===== src/core/ssr_pkg.sv =====
// Shared constants and types of the status and service request block.
// Assumes a single pclk domain and an APB master with 32-bit data.
package ssr_pkg;
  localparam logic [7:0] A_CTRL      = 8'h00;
  localparam logic [7:0] A_STD_EN    = 8'h04;
  localparam logic [7:0] A_STD_EVT   = 8'h08;
  localparam logic [7:0] A_SRQ_EN    = 8'h0c;
  localparam logic [7:0] A_STB       = 8'h10;
  localparam logic [7:0] A_SPOLL     = 8'h14;
  localparam logic [7:0] A_QUEUE     = 8'h18;
  localparam logic [7:0] A_OPERATION_SUMMARY_BASE = 8'h1c;
  localparam logic [7:0] A_QUESTIONABLE_SUMMARY_BASE = 8'h30;
  localparam logic [7:0] A_DIG_DATA  = 8'h44;
  localparam logic [7:0] A_INH_STAT  = 8'h48;
  // Group layout relative to its base
  localparam logic [7:0] G_COND      = 8'h00;
  localparam logic [7:0] G_RISE      = 8'h04;
  localparam logic [7:0] G_FALL      = 8'h08;
  localparam logic [7:0] G_EVENT     = 8'h0c;
  localparam logic [7:0] G_ENABLE    = 8'h10;

  localparam int         STB_QUESTIONABLE_SUMMARY    = 3;
  localparam int         STB_MSG     = 4;
  localparam int         STB_ESB     = 5;
  localparam int         STB_MSS     = 6;
  localparam int         STB_OPERATION_SUMMARY    = 7;
  localparam int         POWER_ON_BIT = 7;

  localparam int         GRP_W       = 16;
  localparam int         QUEUE_DEPTH = 8;
  localparam int         QUEUE_AW    = 3;
  localparam int         DIG_W       = 3;

  typedef enum logic [1:0] {
    INH_LATCHED = 2'h0,
    INH_LIVE    = 2'h1,
    INH_OFF     = 2'h2
  } ssr_inh_mode_e;

  typedef enum logic [2:0] {
    FSRC_QUESTIONABLE_SUMMARY = 3'h0,
    FSRC_OPERATION_SUMMARY = 3'h1,
    FSRC_ESB  = 3'h2,
    FSRC_RQS  = 3'h3,
    FSRC_OFF  = 3'h4
  } ssr_fault_src_e;

  typedef struct packed {
    logic           flt_en;
    ssr_fault_src_e flt_src;
    ssr_inh_mode_e  inh_mode;
    logic           dig_mode;
    logic           psc;
  } ssr_ctrl_s;

  localparam ssr_ctrl_s CTRL_RESET = '{flt_en: 1'b0, flt_src: FSRC_OFF,
                                       inh_mode: INH_OFF, dig_mode: 1'b0, psc: 1'b1};

  typedef enum logic [1:0] {
    ST_BOOT = 2'h0,
    ST_RUN  = 2'h1
  } ssr_state_e;
endpackage


===== src/core/ssr_group.sv =====
// One status group: condition, edge filters, sticky events, enable, summary.
// Assumes cond is already synchronised to pclk.
module ssr_group
  import ssr_pkg::*;
(
  input  wire logic             pclk,
  input  wire logic             presetn,
  input  wire logic [GRP_W-1:0] cond,
  input  wire logic             wr_rise,
  input  wire logic             wr_fall,
  input  wire logic             wr_enable,
  input  wire logic [GRP_W-1:0] wdata,
  input  wire logic             rd_clear,
  output logic      [GRP_W-1:0] cond_q,
  output logic      [GRP_W-1:0] rise_q,
  output logic      [GRP_W-1:0] fall_q,
  output logic      [GRP_W-1:0] event_q,
  output logic      [GRP_W-1:0] enable_q,
  output logic                  summary
);
  logic [GRP_W-1:0] hit;

  always_ff @(posedge pclk or negedge presetn) begin
    if (!presetn) begin
      cond_q <= '0;
    end else begin
      cond_q <= cond;
    end
  end

  always_ff @(posedge pclk or negedge presetn) begin
    if (!presetn) begin
      rise_q   <= '0;
      fall_q   <= '0;
      enable_q <= '0;
    end else begin
      if (wr_rise) begin
        rise_q <= wdata;
      end
      if (wr_fall) begin
        fall_q <= wdata;
      end
      if (wr_enable) begin
        enable_q <= wdata;
      end
    end
  end

  // Compare successive condition samples
  assign hit = (rise_q & cond & ~cond_q) | (fall_q & ~cond & cond_q);

  // New edges win over a read-clear in the same cycle
  always_ff @(posedge pclk or negedge presetn) begin
    if (!presetn) begin
      event_q <= '0;
    end else if (rd_clear) begin
      event_q <= hit;
    end else begin
      event_q <= event_q | hit;
    end
  end

  assign summary = |(event_q & enable_q);
endmodule


===== src/core/ssr_top.sv =====
// Status byte, standard events, service request and rear port of the source.
// Assumes APB in the pclk domain; conditions and pins arrive asynchronously.
module ssr_top
  import ssr_pkg::*;
(
  input  wire logic              pclk,
  input  wire logic              presetn,
  input  wire logic              psel,
  input  wire logic              penable,
  input  wire logic              pwrite,
  input  wire logic [7:0]        paddr,
  input  wire logic [31:0]       pwdata,
  output logic      [31:0]       prdata,
  output logic                   pready,
  output logic                   pslverr,
  input  wire logic [7:0]        std_events,
  input  wire logic [GRP_W-1:0]  operation_summary_cond_in,
  input  wire logic [GRP_W-1:0]  questionable_summary_cond_in,
  input  wire logic              saved_psc,
  input  wire logic [7:0]        saved_std_en,
  output logic                   keep_psc,
  output logic      [7:0]        keep_std_en,
  input  wire logic [DIG_W-1:0]  port_in,
  output logic      [DIG_W-1:0]  port_out,
  output logic      [DIG_W-1:0]  port_oe,
  output logic                   srq,
  output logic                   output_disable
);
  ssr_state_e        state_reg;
  ssr_ctrl_s         ctrl_reg;
  logic [7:0]        std_en_reg;
  logic [7:0]        std_evt_reg;
  logic [7:0]        srq_en_reg;
  logic              rqs_reg;
  logic              mss_reg;
  logic [DIG_W-1:0]  dig_reg;
  logic              inh_latch_reg;
  logic [GRP_W-1:0]  operation_summary_s1, operation_summary_s2, questionable_summary_s1, questionable_summary_s2;
  logic [DIG_W-1:0]  pin_s1, pin_s2;
  logic [7:0]        queue_mem [QUEUE_DEPTH];
  logic [QUEUE_AW-1:0] wr_ptr, rd_ptr;
  logic [QUEUE_AW:0] q_count;

  logic              access, setup;
  logic [31:0]       rd_mux;
  logic              rd_hit;
  logic              operation_summary_sum, questionable_summary_sum, event_summary_bit, master_summary, q_full, q_empty, q_push, q_pop;
  logic [7:0]        stb;
  logic              fault_active, inh_active;
  logic [GRP_W-1:0]  oc, orr, of, oe_, oen, qc, qr, qf, qe, qen;

  function automatic logic is_access(input logic [7:0] a, input logic [7:0] off);
    is_access = (a == off);
  endfunction

  function automatic logic any_set(input logic [7:0] bits, input logic [7:0] mask);
    any_set = |(bits & mask);
  endfunction

  assign setup  = psel & penable & ~pready;
  assign access = psel & penable & pready;

  // Two-flop synchronisers on all asynchronous inputs
  always_ff @(posedge pclk or negedge presetn) begin
    if (!presetn) begin
      operation_summary_s1 <= '0;
      operation_summary_s2 <= '0;
      questionable_summary_s1 <= '0;
      questionable_summary_s2 <= '0;
      pin_s1  <= '1;
      pin_s2  <= '1;
    end else begin
      operation_summary_s1 <= operation_summary_cond_in;
      operation_summary_s2 <= operation_summary_s1;
      questionable_summary_s1 <= questionable_summary_cond_in;
      questionable_summary_s2 <= questionable_summary_s1;
      pin_s1  <= port_in;
      pin_s2  <= pin_s1;
    end
  end

  ssr_group u_operation_summary (
    .pclk      (pclk),
    .presetn   (presetn),
    .cond      (operation_summary_s2),
    .wr_rise   (access & pwrite & is_access(paddr, A_OPERATION_SUMMARY_BASE + G_RISE)),
    .wr_fall   (access & pwrite & is_access(paddr, A_OPERATION_SUMMARY_BASE + G_FALL)),
    .wr_enable (access & pwrite & is_access(paddr, A_OPERATION_SUMMARY_BASE + G_ENABLE)),
    .wdata     (pwdata[GRP_W-1:0]),
    .rd_clear  (access & ~pwrite & is_access(paddr, A_OPERATION_SUMMARY_BASE + G_EVENT)),
    .cond_q    (oc),
    .rise_q    (orr),
    .fall_q    (of),
    .event_q   (oe_),
    .enable_q  (oen),
    .summary   (operation_summary_sum)
  );

  ssr_group u_questionable_summary (
    .pclk      (pclk),
    .presetn   (presetn),
    .cond      (questionable_summary_s2),
    .wr_rise   (access & pwrite & is_access(paddr, A_QUESTIONABLE_SUMMARY_BASE + G_RISE)),
    .wr_fall   (access & pwrite & is_access(paddr, A_QUESTIONABLE_SUMMARY_BASE + G_FALL)),
    .wr_enable (access & pwrite & is_access(paddr, A_QUESTIONABLE_SUMMARY_BASE + G_ENABLE)),
    .wdata     (pwdata[GRP_W-1:0]),
    .rd_clear  (access & ~pwrite & is_access(paddr, A_QUESTIONABLE_SUMMARY_BASE + G_EVENT)),
    .cond_q    (qc),
    .rise_q    (qr),
    .fall_q    (qf),
    .event_q   (qe),
    .enable_q  (qen),
    .summary   (questionable_summary_sum)
  );

  // Boot step: recover kept settings one cycle after reset release
  always_ff @(posedge pclk or negedge presetn) begin
    if (!presetn) begin
      state_reg <= ST_BOOT;
    end else begin
      state_reg <= ST_RUN;
    end
  end

  always_ff @(posedge pclk or negedge presetn) begin
    if (!presetn) begin
      ctrl_reg <= CTRL_RESET;
    end else if (state_reg == ST_BOOT) begin
      ctrl_reg.psc <= saved_psc;
    end else if (access & pwrite & is_access(paddr, A_CTRL)) begin
      ctrl_reg <= ssr_ctrl_s'(pwdata[7:0]);
    end
  end

  always_ff @(posedge pclk or negedge presetn) begin
    if (!presetn) begin
      std_en_reg <= '0;
    end else if (state_reg == ST_BOOT) begin
      std_en_reg <= saved_psc ? 8'h00 : saved_std_en;
    end else if (access & pwrite & is_access(paddr, A_STD_EN)) begin
      std_en_reg <= pwdata[7:0];
    end
  end

  always_ff @(posedge pclk or negedge presetn) begin
    if (!presetn) begin
      std_evt_reg <= '0;
    end else if (state_reg == ST_BOOT) begin
      std_evt_reg <= 8'h01 << POWER_ON_BIT;
    end else if (access & ~pwrite & is_access(paddr, A_STD_EVT)) begin
      std_evt_reg <= std_events;
    end else begin
      std_evt_reg <= std_evt_reg | std_events;
    end
  end

  always_ff @(posedge pclk or negedge presetn) begin
    if (!presetn) begin
      srq_en_reg <= '0;
    end else if (access & pwrite & is_access(paddr, A_SRQ_EN)) begin
      srq_en_reg <= pwdata[7:0];
    end
  end

  // Summary bits are combinational so a read-clear drops them at once
  assign event_summary_bit = any_set(std_evt_reg, std_en_reg);
  always_comb begin
    stb           = 8'h00;
    stb[STB_QUESTIONABLE_SUMMARY] = questionable_summary_sum;
    stb[STB_MSG]  = ~q_empty;
    stb[STB_ESB]  = event_summary_bit;
    stb[STB_OPERATION_SUMMARY] = operation_summary_sum;
  end
  assign master_summary = any_set(stb, srq_en_reg);

  // Request latches on a new rise of the master summary
  always_ff @(posedge pclk or negedge presetn) begin
    if (!presetn) begin
      mss_reg <= 1'b0;
      rqs_reg <= 1'b0;
    end else begin
      mss_reg <= master_summary;
      if (master_summary & ~mss_reg) begin
        rqs_reg <= 1'b1;
      end else if (access & ~pwrite & is_access(paddr, A_SPOLL)) begin
        rqs_reg <= 1'b0;
      end
    end
  end

  always_ff @(posedge pclk or negedge presetn) begin
    if (!presetn) begin
      srq <= 1'b0;
    end else begin
      srq <= rqs_reg | (master_summary & ~mss_reg);
    end
  end

  // Output queue; a full queue drops further writes
  assign q_full  = (q_count == (QUEUE_AW + 1)'(QUEUE_DEPTH));
  assign q_empty = (q_count == '0);
  assign q_push  = access & pwrite & is_access(paddr, A_QUEUE) & ~q_full;
  assign q_pop   = access & ~pwrite & is_access(paddr, A_QUEUE) & ~q_empty;

  always_ff @(posedge pclk) begin
    if (q_push) begin
      queue_mem[wr_ptr] <= pwdata[7:0];
    end
  end

  always_ff @(posedge pclk or negedge presetn) begin
    if (!presetn) begin
      wr_ptr  <= '0;
      rd_ptr  <= '0;
      q_count <= '0;
    end else begin
      if (q_push) begin
        wr_ptr <= wr_ptr + 3'h1;
      end
      if (q_pop) begin
        rd_ptr <= rd_ptr + 3'h1;
      end
      q_count <= q_count + {3'h0, q_push} - {3'h0, q_pop};
    end
  end

  always_ff @(posedge pclk or negedge presetn) begin
    if (!presetn) begin
      dig_reg <= '1;
    end else if (access & pwrite & is_access(paddr, A_DIG_DATA)) begin
      dig_reg <= pwdata[DIG_W-1:0];
    end
  end

  always_comb begin
    unique case (ctrl_reg.flt_src)
      FSRC_QUESTIONABLE_SUMMARY: fault_active = questionable_summary_sum;
      FSRC_OPERATION_SUMMARY: fault_active = operation_summary_sum;
      FSRC_ESB:  fault_active = event_summary_bit;
      FSRC_RQS:  fault_active = rqs_reg;
      default:   fault_active = 1'b0;
    endcase
    fault_active = fault_active & ctrl_reg.flt_en & ~ctrl_reg.dig_mode;
  end

  // Inhibit pin is active low; only meaningful in inhibit/fault mode
  assign inh_active = ~pin_s2[2] & ~ctrl_reg.dig_mode;

  always_ff @(posedge pclk or negedge presetn) begin
    if (!presetn) begin
      inh_latch_reg <= 1'b0;
    end else if (inh_active & ctrl_reg.inh_mode == INH_LATCHED) begin
      inh_latch_reg <= 1'b1;
    end else if ((access & pwrite & is_access(paddr, A_INH_STAT) & pwdata[0])
                 | ctrl_reg.inh_mode != INH_LATCHED) begin
      inh_latch_reg <= 1'b0;
    end
  end

  always_ff @(posedge pclk or negedge presetn) begin
    if (!presetn) begin
      output_disable <= 1'b0;
    end else begin
      unique case (ctrl_reg.inh_mode)
        INH_LATCHED: output_disable <= inh_latch_reg | inh_active;
        INH_LIVE:    output_disable <= inh_active;
        default:     output_disable <= 1'b0;
      endcase
    end
  end

  // Fault lines pull low while active; digital line 2 is open collector
  always_ff @(posedge pclk or negedge presetn) begin
    if (!presetn) begin
      port_out <= '0;
      port_oe  <= '0;
    end else if (ctrl_reg.dig_mode) begin
      port_out <= {1'b0, dig_reg[1:0]};
      port_oe  <= {~dig_reg[2], 2'b11};
    end else begin
      port_out <= '0;
      port_oe  <= {1'b0, fault_active, fault_active};
    end
  end

  always_comb begin
    rd_mux = 32'h0000_0000;
    rd_hit = 1'b1;
    unique case (paddr)
      A_CTRL:                 rd_mux[7:0] = ctrl_reg;
      A_STD_EN:               rd_mux[7:0] = std_en_reg;
      A_STD_EVT:              rd_mux[7:0] = std_evt_reg;
      A_SRQ_EN:               rd_mux[7:0] = srq_en_reg;
      A_STB:                  rd_mux[7:0] = stb | ({7'h00, master_summary} << STB_MSS);
      A_SPOLL:                rd_mux[7:0] = stb | ({7'h00, rqs_reg} << STB_MSS);
      A_QUEUE:                rd_mux[7:0] = q_empty ? 8'h00 : queue_mem[rd_ptr];
      A_OPERATION_SUMMARY_BASE + G_COND:   rd_mux[GRP_W-1:0] = oc;
      A_OPERATION_SUMMARY_BASE + G_RISE:   rd_mux[GRP_W-1:0] = orr;
      A_OPERATION_SUMMARY_BASE + G_FALL:   rd_mux[GRP_W-1:0] = of;
      A_OPERATION_SUMMARY_BASE + G_EVENT:  rd_mux[GRP_W-1:0] = oe_;
      A_OPERATION_SUMMARY_BASE + G_ENABLE: rd_mux[GRP_W-1:0] = oen;
      A_QUESTIONABLE_SUMMARY_BASE + G_COND:   rd_mux[GRP_W-1:0] = qc;
      A_QUESTIONABLE_SUMMARY_BASE + G_RISE:   rd_mux[GRP_W-1:0] = qr;
      A_QUESTIONABLE_SUMMARY_BASE + G_FALL:   rd_mux[GRP_W-1:0] = qf;
      A_QUESTIONABLE_SUMMARY_BASE + G_EVENT:  rd_mux[GRP_W-1:0] = qe;
      A_QUESTIONABLE_SUMMARY_BASE + G_ENABLE: rd_mux[GRP_W-1:0] = qen;
      A_DIG_DATA:             rd_mux[DIG_W-1:0] = pin_s2;
      A_INH_STAT:             rd_mux[1:0] = {inh_active, inh_latch_reg};
      default:                rd_hit = 1'b0;
    endcase
  end

  // One wait state: data captured before the edge that applies side effects
  always_ff @(posedge pclk or negedge presetn) begin
    if (!presetn) begin
      pready  <= 1'b0;
      pslverr <= 1'b0;
      prdata  <= '0;
    end else begin
      pready  <= setup;
      pslverr <= setup & ~rd_hit;
      if (setup & ~pwrite) begin
        prdata <= rd_mux;
      end
    end
  end

  always_ff @(posedge pclk or negedge presetn) begin
    if (!presetn) begin
      keep_psc    <= 1'b1;
      keep_std_en <= '0;
    end else begin
      keep_psc    <= ctrl_reg.psc;
      keep_std_en <= std_en_reg;
    end
  end
endmodule


===== config.mk =====
export PLATFORM = sky130hd
export DESIGN_NAME = ssr_top
export DESIGN_NICKNAME = d
export VERILOG_FILES = /design/src/core/ssr_pkg.sv /design/src/core/ssr_group.sv /design/src/core/ssr_top.sv
export SDC_FILE = /design/constraint.sdc
export NUM_CORES = 1
export LEC_CHECK = 0
export BUFFER_PORTS_ARGS = -buffer_cell sky130_fd_sc_hd__buf_2
export CORE_ASPECT_RATIO = 0.6
export CORE_MARGIN = 2
export CORE_UTILIZATION = 45
export CTS_BUF_LIST = sky130_fd_sc_hd__clkbuf_16
export DETAILED_ROUTE_END_ITERATION = 8
export PLACE_DENSITY = 0.72
export SYNTH_ARGS = -nofsm -noshare
export SYNTH_HDL_FRONTEND = slang
export SYNTH_SLANG_ARGS = --single-unit

===== constraint.sdc =====
create_clock -name pclk -period 2.08 [get_ports pclk]
set_input_delay 0.624 -clock pclk [delete_from_list [all_inputs] [get_ports pclk]]
set_output_delay 0.624 -clock pclk [all_outputs]
set_load 0.02 [all_outputs]

; ---- Word level (Yosys, flattened, before mapping)
; Memories as Yosys holds them, arrays and structs flattened.
; Index checks and enable logic that the tools add are counted.
[word_totals]
regBits = 314
ram_bits = 64
in_bits = 97
elab_cells = 178
n_memories = 1
[op_classes]
addsub = 4
n_eq_ne = 23
muxes = 25
bitwise = 68
n_reduce_logical = 16
[mem_list]
columns = name, words, width, read_ports, rd_clocked_by_memory_dff, write_ports, line
row1 = queue_mem, 8, 8, 1, 0, 1, ssr_top.sv:40  ; logic [7:0] queue_mem [QUEUE_DEPTH];
[ops]
columns = operator, count
row1 = 16-bit AND, 10
row2 = 5-bit case mux with 17 select lines, 1
row3 = 8-bit case mux with 10 select lines, 1
row4 = "8-bit by 6-bit equality test with 1-bit output, second input constant", 8
row5 = 16-bit NOT, 4
row6 = 16-bit bitwise OR, 4
row7 = 8-bit 2-to-1 mux, 6
row8 = 2-bit case mux with 19 select lines, 1
row9 = 1-bit AND, 32
row10 = "8-bit by 5-bit equality test with 1-bit output, second input constant", 4
row11 = 16-bit 2-to-1 mux, 2
row12 = 16-bit OR reduction, 2
row13 = "8-bit by 7-bit equality test with 1-bit output, second input constant", 3
row14 = 19-bit OR reduction, 1
row15 = 1-bit case mux with 18 select lines, 1
row16 = 8-bit AND, 2
row17 = "8-bit by 4-bit equality test with 1-bit output, second input constant", 2
row18 = 8-bit by 7-bit bitwise OR with 8-bit output, 2
row19 = 8-bit OR reduction, 2
row20 = 1-bit NOT, 10
row21 = 2-bit nonzero test, 5
row22 = 1-bit 2-to-1 mux, 9
row23 = "8-bit by 3-bit equality test with 1-bit output, second input constant", 1
row24 = 8-bit logical NOT, 1
row25 = other kinds (17), 22

; ---- Depth between registers and ports, before layout
[logic_depth]
word_depth = 8
mapped_depth = 13
mapped_depth_nobuf = 11

; ---- By module
; From an unflattened synthesis, not the netlist that was laid out.
[unflattened]
cells_unflattened = 1208
area_unflattened_um2 = 16384.5
[by_module_without_submodules]
columns = module, instances, cells_per_inst, area_each_um2, seq_area_each_um2
row1 = ssr_top, 1, 788, 9950.8, 5741.8
row2 = ssr_group, 2, 210, 3216.8, 2001.9

; ---- Worst setup path before layout
; OpenSTA, ideal clock, no wires.
[synth_timing]
kind = input-to-reg
startpoint = input paddr[1]
endpoint = register q_count[2]
t_arrival_ps = 3103
t_required_ps = 1957
slack_ps = -1145
cell_stages = 13
path_buffers = 3
cell_sequence = buf_6 -> or4b_4 -> buf_6 -> or2_4 -> nand2b_4 -> buf_6 -> nor3_4 -> ha_1 -> inv_1 -> ha_1 -> inv_1 -> fa_1 -> xnor2_1
[synth_between]
elab_cells_between_ends = 7
classes_between = 2 x add/sub / 1 x eq/ne / 4 x bitwise
[synth_rtl]
columns = element, line
row1 = start: declaration, ssr_top.sv:11  ; input wire logic [7:0] paddr,
row2 = 8-bit by 5-bit equality test with 1-bit output, ssr_top.sv:53  ; is_access = (a == off);
row3 = 1-bit AND (2 in series), ssr_top.sv:203  ; assign q_pop = access & ~pwrite & is_access(paddr, A_QUEUE) & ~q_empty;
row4 = via q_pop, ssr_top.sv:47  ; logic operation_summary_sum, questionable_summary_sum, event_summary_bit, master_summary, q_full, q_empty, q_p ...
row5 = 4-bit by 1-bit subtractor with 4-bit output, ssr_top.sv:223  ; q_count <= q_count + {3'h0, q_push} - {3'h0, q_pop};
row6 = end signal: assignment, ssr_top.sv:223
row7 = end: declaration, ssr_top.sv:42  ; logic [QUEUE_AW:0] q_count;
; The timed path passes the listed nets, and every way through them passes these cells.
; A chain may end at the register's enable or synchronous reset.

; ---- Worst setup path after layout
[layout_timing]
startpoint = input paddr[6]
endpoint = register q_count[1]
; The elaborated chain is that of the path after synthesis.

==> run metrics <==
Clock Tree Buf Depth 3; result of the run complete, but fails checks; wire length of the first global-routing pass between 60 and 70 mm; number of nets still failing antenna checks after routing 0; min-delay src operation_summary_cond_in[10]; count of flip-flops with a built-in enable after synthesis 64; worst slew slack as a fraction of its limit 0.652; final weighted congestion of routability-driven global placement between 0.9 and 1; count of final hold-check violations 0; Post-Layout Inst Area approximately 0.020 mm2; mean instance size in the synthesized netlist 14.0 um2; wire length per cell around 24 um; share of cells above drive strength 1 0.427; origin of the critical flop-to-flop path u_questionable_summary.event_q[2]$_DFF_PN0_; row cnt 51; Core Area 0.0328 mm2; Root Buffer sky130_fd_sc_hd__clkbuf_16; Gate Count Post-Synth around 1100; placed cell count between 1500 and 2000; Slew @ Worst Pin around 0.52 ns; number of CTS-inserted buffers 35; max layer used met4; top cell type by total area after synthesis sky130_fd_sc_hd__dfrtp_1; vias in the first global route 10900; floorplan die width around 240 um; unrepaired setup endpoints after global routing yes; Synth Flop Type sky130_fd_sc_hd__dfrtp_1; Slowest Stage Delay on Critical Path 0.53 ns; maximum clock frequency roughly 400 MHz; Detailed Route WL about 45 mm; startpoint kind of the worst setup timing path input pin; filler cell count between 2000 and 3000; Final Instance Count excl. Fillers 1880; Tot Pwr approximately 15 mW; Starting Density 0.461; signal arrival time at the worst endpoint between 2 and 3 ns; number of antenna violations at the first check in global routing 1; violations in the final reports negative setup slack; M1 WL about 19 mm; post-detailed-route via-to-cell ratio 5.88; Yosys Warn Count 0; leakage component of the power 8.94 nW; most flop-heavy register queue_mem; kind of end point of the critical path flop; area delta synth->final 30.4%; number of nets in the layout 1509; final critical-path required period ~2.4 ns; all-layer global routing usage 0.261; maximum number of pins on one net before global-route repair around 60; count of port buffers added during placement 114; post-place instance area between 0.015 and 0.02 mm2; post-route core utilization 0.602; HPWL after detailed placement approximately 31 mm; die height approximately 150 um; Clock transition at path regs 0.06 ns; Final Hold Slack ~0.19 ns; H-tree levels 2; pins over their slew limit 0; crit-path cells buf_8 > or4b_4 > or2_4 > nand2b_4 > nor3_4 > ha_4 > inv_2 > ha_4 > inv_2 > fa_2 > inv_1; summed instance area of the synthesized netlist ~0.015 mm2; final number of setup-violating endpoints 16; share of the yosys chip area belonging to registers 0.644; ranking of synthesized cells by area sky130_fd_sc_hd__dfrtp_1 (49%), sky130_fd_sc_hd__edfxtp_1 (13%), sky130_fd_sc_hd__mux2_2 (8.3%); leftover overflow at the end of global routing 0; crit-path max FO 3; Met2 Routed Length 19.3 mm; area of the die around 0.035 mm2; worst ir drop on vdd between 0.6 and 0.7 mV; num ports approximately 150; post-route clock period utilization 1.18; final critical-path setup slack -0.369 ns; worst-skew pair later-pin latency ~0.54 ns; setup clock skew after layout between 0.015 and 0.02 ns; max capacitance violation total 0; Met3 Wirelength between 5 and 6 mm; post-synthesis cell type count 72; data required time at the worst endpoint 2.50 ns; Setup Total Neg Slack -1.46 ns; most frequent cells in the layout sky130_fd_sc_hd__dfrtp_1 (298), sky130_fd_sc_hd__buf_4 (162), sky130_fd_sc_hd__mux2_2 (111); power density over the cells 766 mW/mm2; flip-flop and latch count after synthesis 376; first-pass iteration count of the detailed router 6; most common cell after layout, fill and taps aside sky130_fd_sc_hd__dfrtp_1; area share of the largest cell type after synthesis 0.494; Critical path origin paddr[6]; Clock Sink Count 376; # DRC 0; critical-path cell with the highest stage delay sky130_fd_sc_hd__or4b_4; violation count after the first detailed-routing iteration 1272; Post-Place Setup Slack -1.06 ns; DR vias about 11000; flip-flop count of the largest register, all copies and words added 64; kind of path behind the tightest hold check in -> reg; Async S/R FF share, synth 0.830; clock tree from TritonCTS yes; crit path kind in -> reg
## cells in the mapped netlist (3+ instances only)
master,number
sky130_fd_sc_hd__nor2b_1,8
sky130_fd_sc_hd__nor4_1,5
sky130_fd_sc_hd__nand2_1,100
sky130_fd_sc_hd__ha_1,8
sky130_fd_sc_hd__buf_2,21
sky130_fd_sc_hd__dfrtp_1,299
sky130_fd_sc_hd__and3_1,4
sky130_fd_sc_hd__a22o_1,22
sky130_fd_sc_hd__dfstp_2,13
sky130_fd_sc_hd__xnor2_1,3
sky130_fd_sc_hd__nor2_2,8
sky130_fd_sc_hd__nand2_2,6
sky130_fd_sc_hd__nor2_1,29
sky130_fd_sc_hd__nand2b_1,5
sky130_fd_sc_hd__a21o_1,23
sky130_fd_sc_hd__nand4_1,7
sky130_fd_sc_hd__a222oi_1,11
sky130_fd_sc_hd__buf_4,19
sky130_fd_sc_hd__and2_1,3
sky130_fd_sc_hd__xor2_1,3
sky130_fd_sc_hd__mux2i_1,13
sky130_fd_sc_hd__nand3_1,6
sky130_fd_sc_hd__clkbuf_1,13
sky130_fd_sc_hd__a221oi_1,24
sky130_fd_sc_hd__or4b_1,3
sky130_fd_sc_hd__buf_1,7
sky130_fd_sc_hd__a22oi_1,58
sky130_fd_sc_hd__nand3b_1,17
sky130_fd_sc_hd__mux4_2,17
sky130_fd_sc_hd__nor3_1,11
sky130_fd_sc_hd__o21ai_0,5
sky130_fd_sc_hd__nor3_4,4
sky130_fd_sc_hd__mux2_2,112
sky130_fd_sc_hd__edfxtp_1,64
sky130_fd_sc_hd__inv_1,12
sky130_fd_sc_hd__a31oi_1,9
sky130_fd_sc_hd__o211ai_1,16
sky130_fd_sc_hd__buf_6,3
sky130_fd_sc_hd__o22ai_1,16
sky130_fd_sc_hd__mux2_1,5
sky130_fd_sc_hd__a21oi_1,25
## where the power goes
group | switching [mW] | internal [mW] | total [mW]
Combinational | 0.543 | 0.353 | 0.897
Sequential | 0.141 | 7.69 | 7.83
Clock | 2.79 | 3.60 | 6.39
Total | 3.48 | 11.6 | 15.1
## path summary, 6_finish.rpt
check	to	slack (ns)	cells after the start
setup / recovery	q_count[1]$_DFF_PN0_	-0.37	11
hold / removal	operation_summary_s1[10]$_DFF_PN0_	0.19	1
setup reg to reg	port_oe[1]$_DFF_PN0_	-0.16	7
hold reg to reg	questionable_summary_s2[13]$_DFF_PN0_	0.35	0
max in group asynchronous	questionable_summary_s1[9]$_DFF_PN0_	0.84	3
min in group asynchronous	port_out[0]$_DFF_PN0_	0.57	2
## kinds of logic after synthesis
family | share of synthesized area
DFF | 0.644
and+or+nand+nor | 0.0812
AOI/OAI and AO/OA | 0.113
muxes | 0.122
buffers and inverters | 0.0277
adders and majority gates | 0.00794
xor gates and xnor gates | 0.00347
other | 0.000496
## repair_timing
item	in CTS	in global routing
setup endpoints to repair	118	105
buffers inserted	12	15
gates cloned	1	0
resized for setup	47	28
endpoints found under the hold margin	29	0
hold buffers	1	0
pin swaps	24	23
## final cells by class
cell class,count,area (um2),share of cell area
Sequential cell,376,9750,0.494
Multi-Input combinational cell,641,5410,0.274
Timing Repair Buffer,337,2850,0.144
Clock buffer,37,926,0.0469
Tap cell,450,563,0.0285
Clock inverter,26,196,0.00995
Inverter,12,45.0,0.00228
Antenna cell,1,2.50,0.000127
## critical path, delay by kind of cell
| kind | cells | cell delay (ns) |
|---|---|---|
| AND/OR/NAND/NOR | 4 | 1.15 |
| adder cells (fa/ha/maj) | 3 | 0.87 |
| buffers and inverters | 4 | 0.23 |
## layer usage
metal | vias up | global-route usage
li1 | 4698 | -
met1 | 5598 | 0.392
met2 | 647 | 0.366
met3 | 107 | 0.0798
met4 | 0 | 0.0772
met5 | - | 0
No activity file was read; power rests on OpenSTA's default activity.
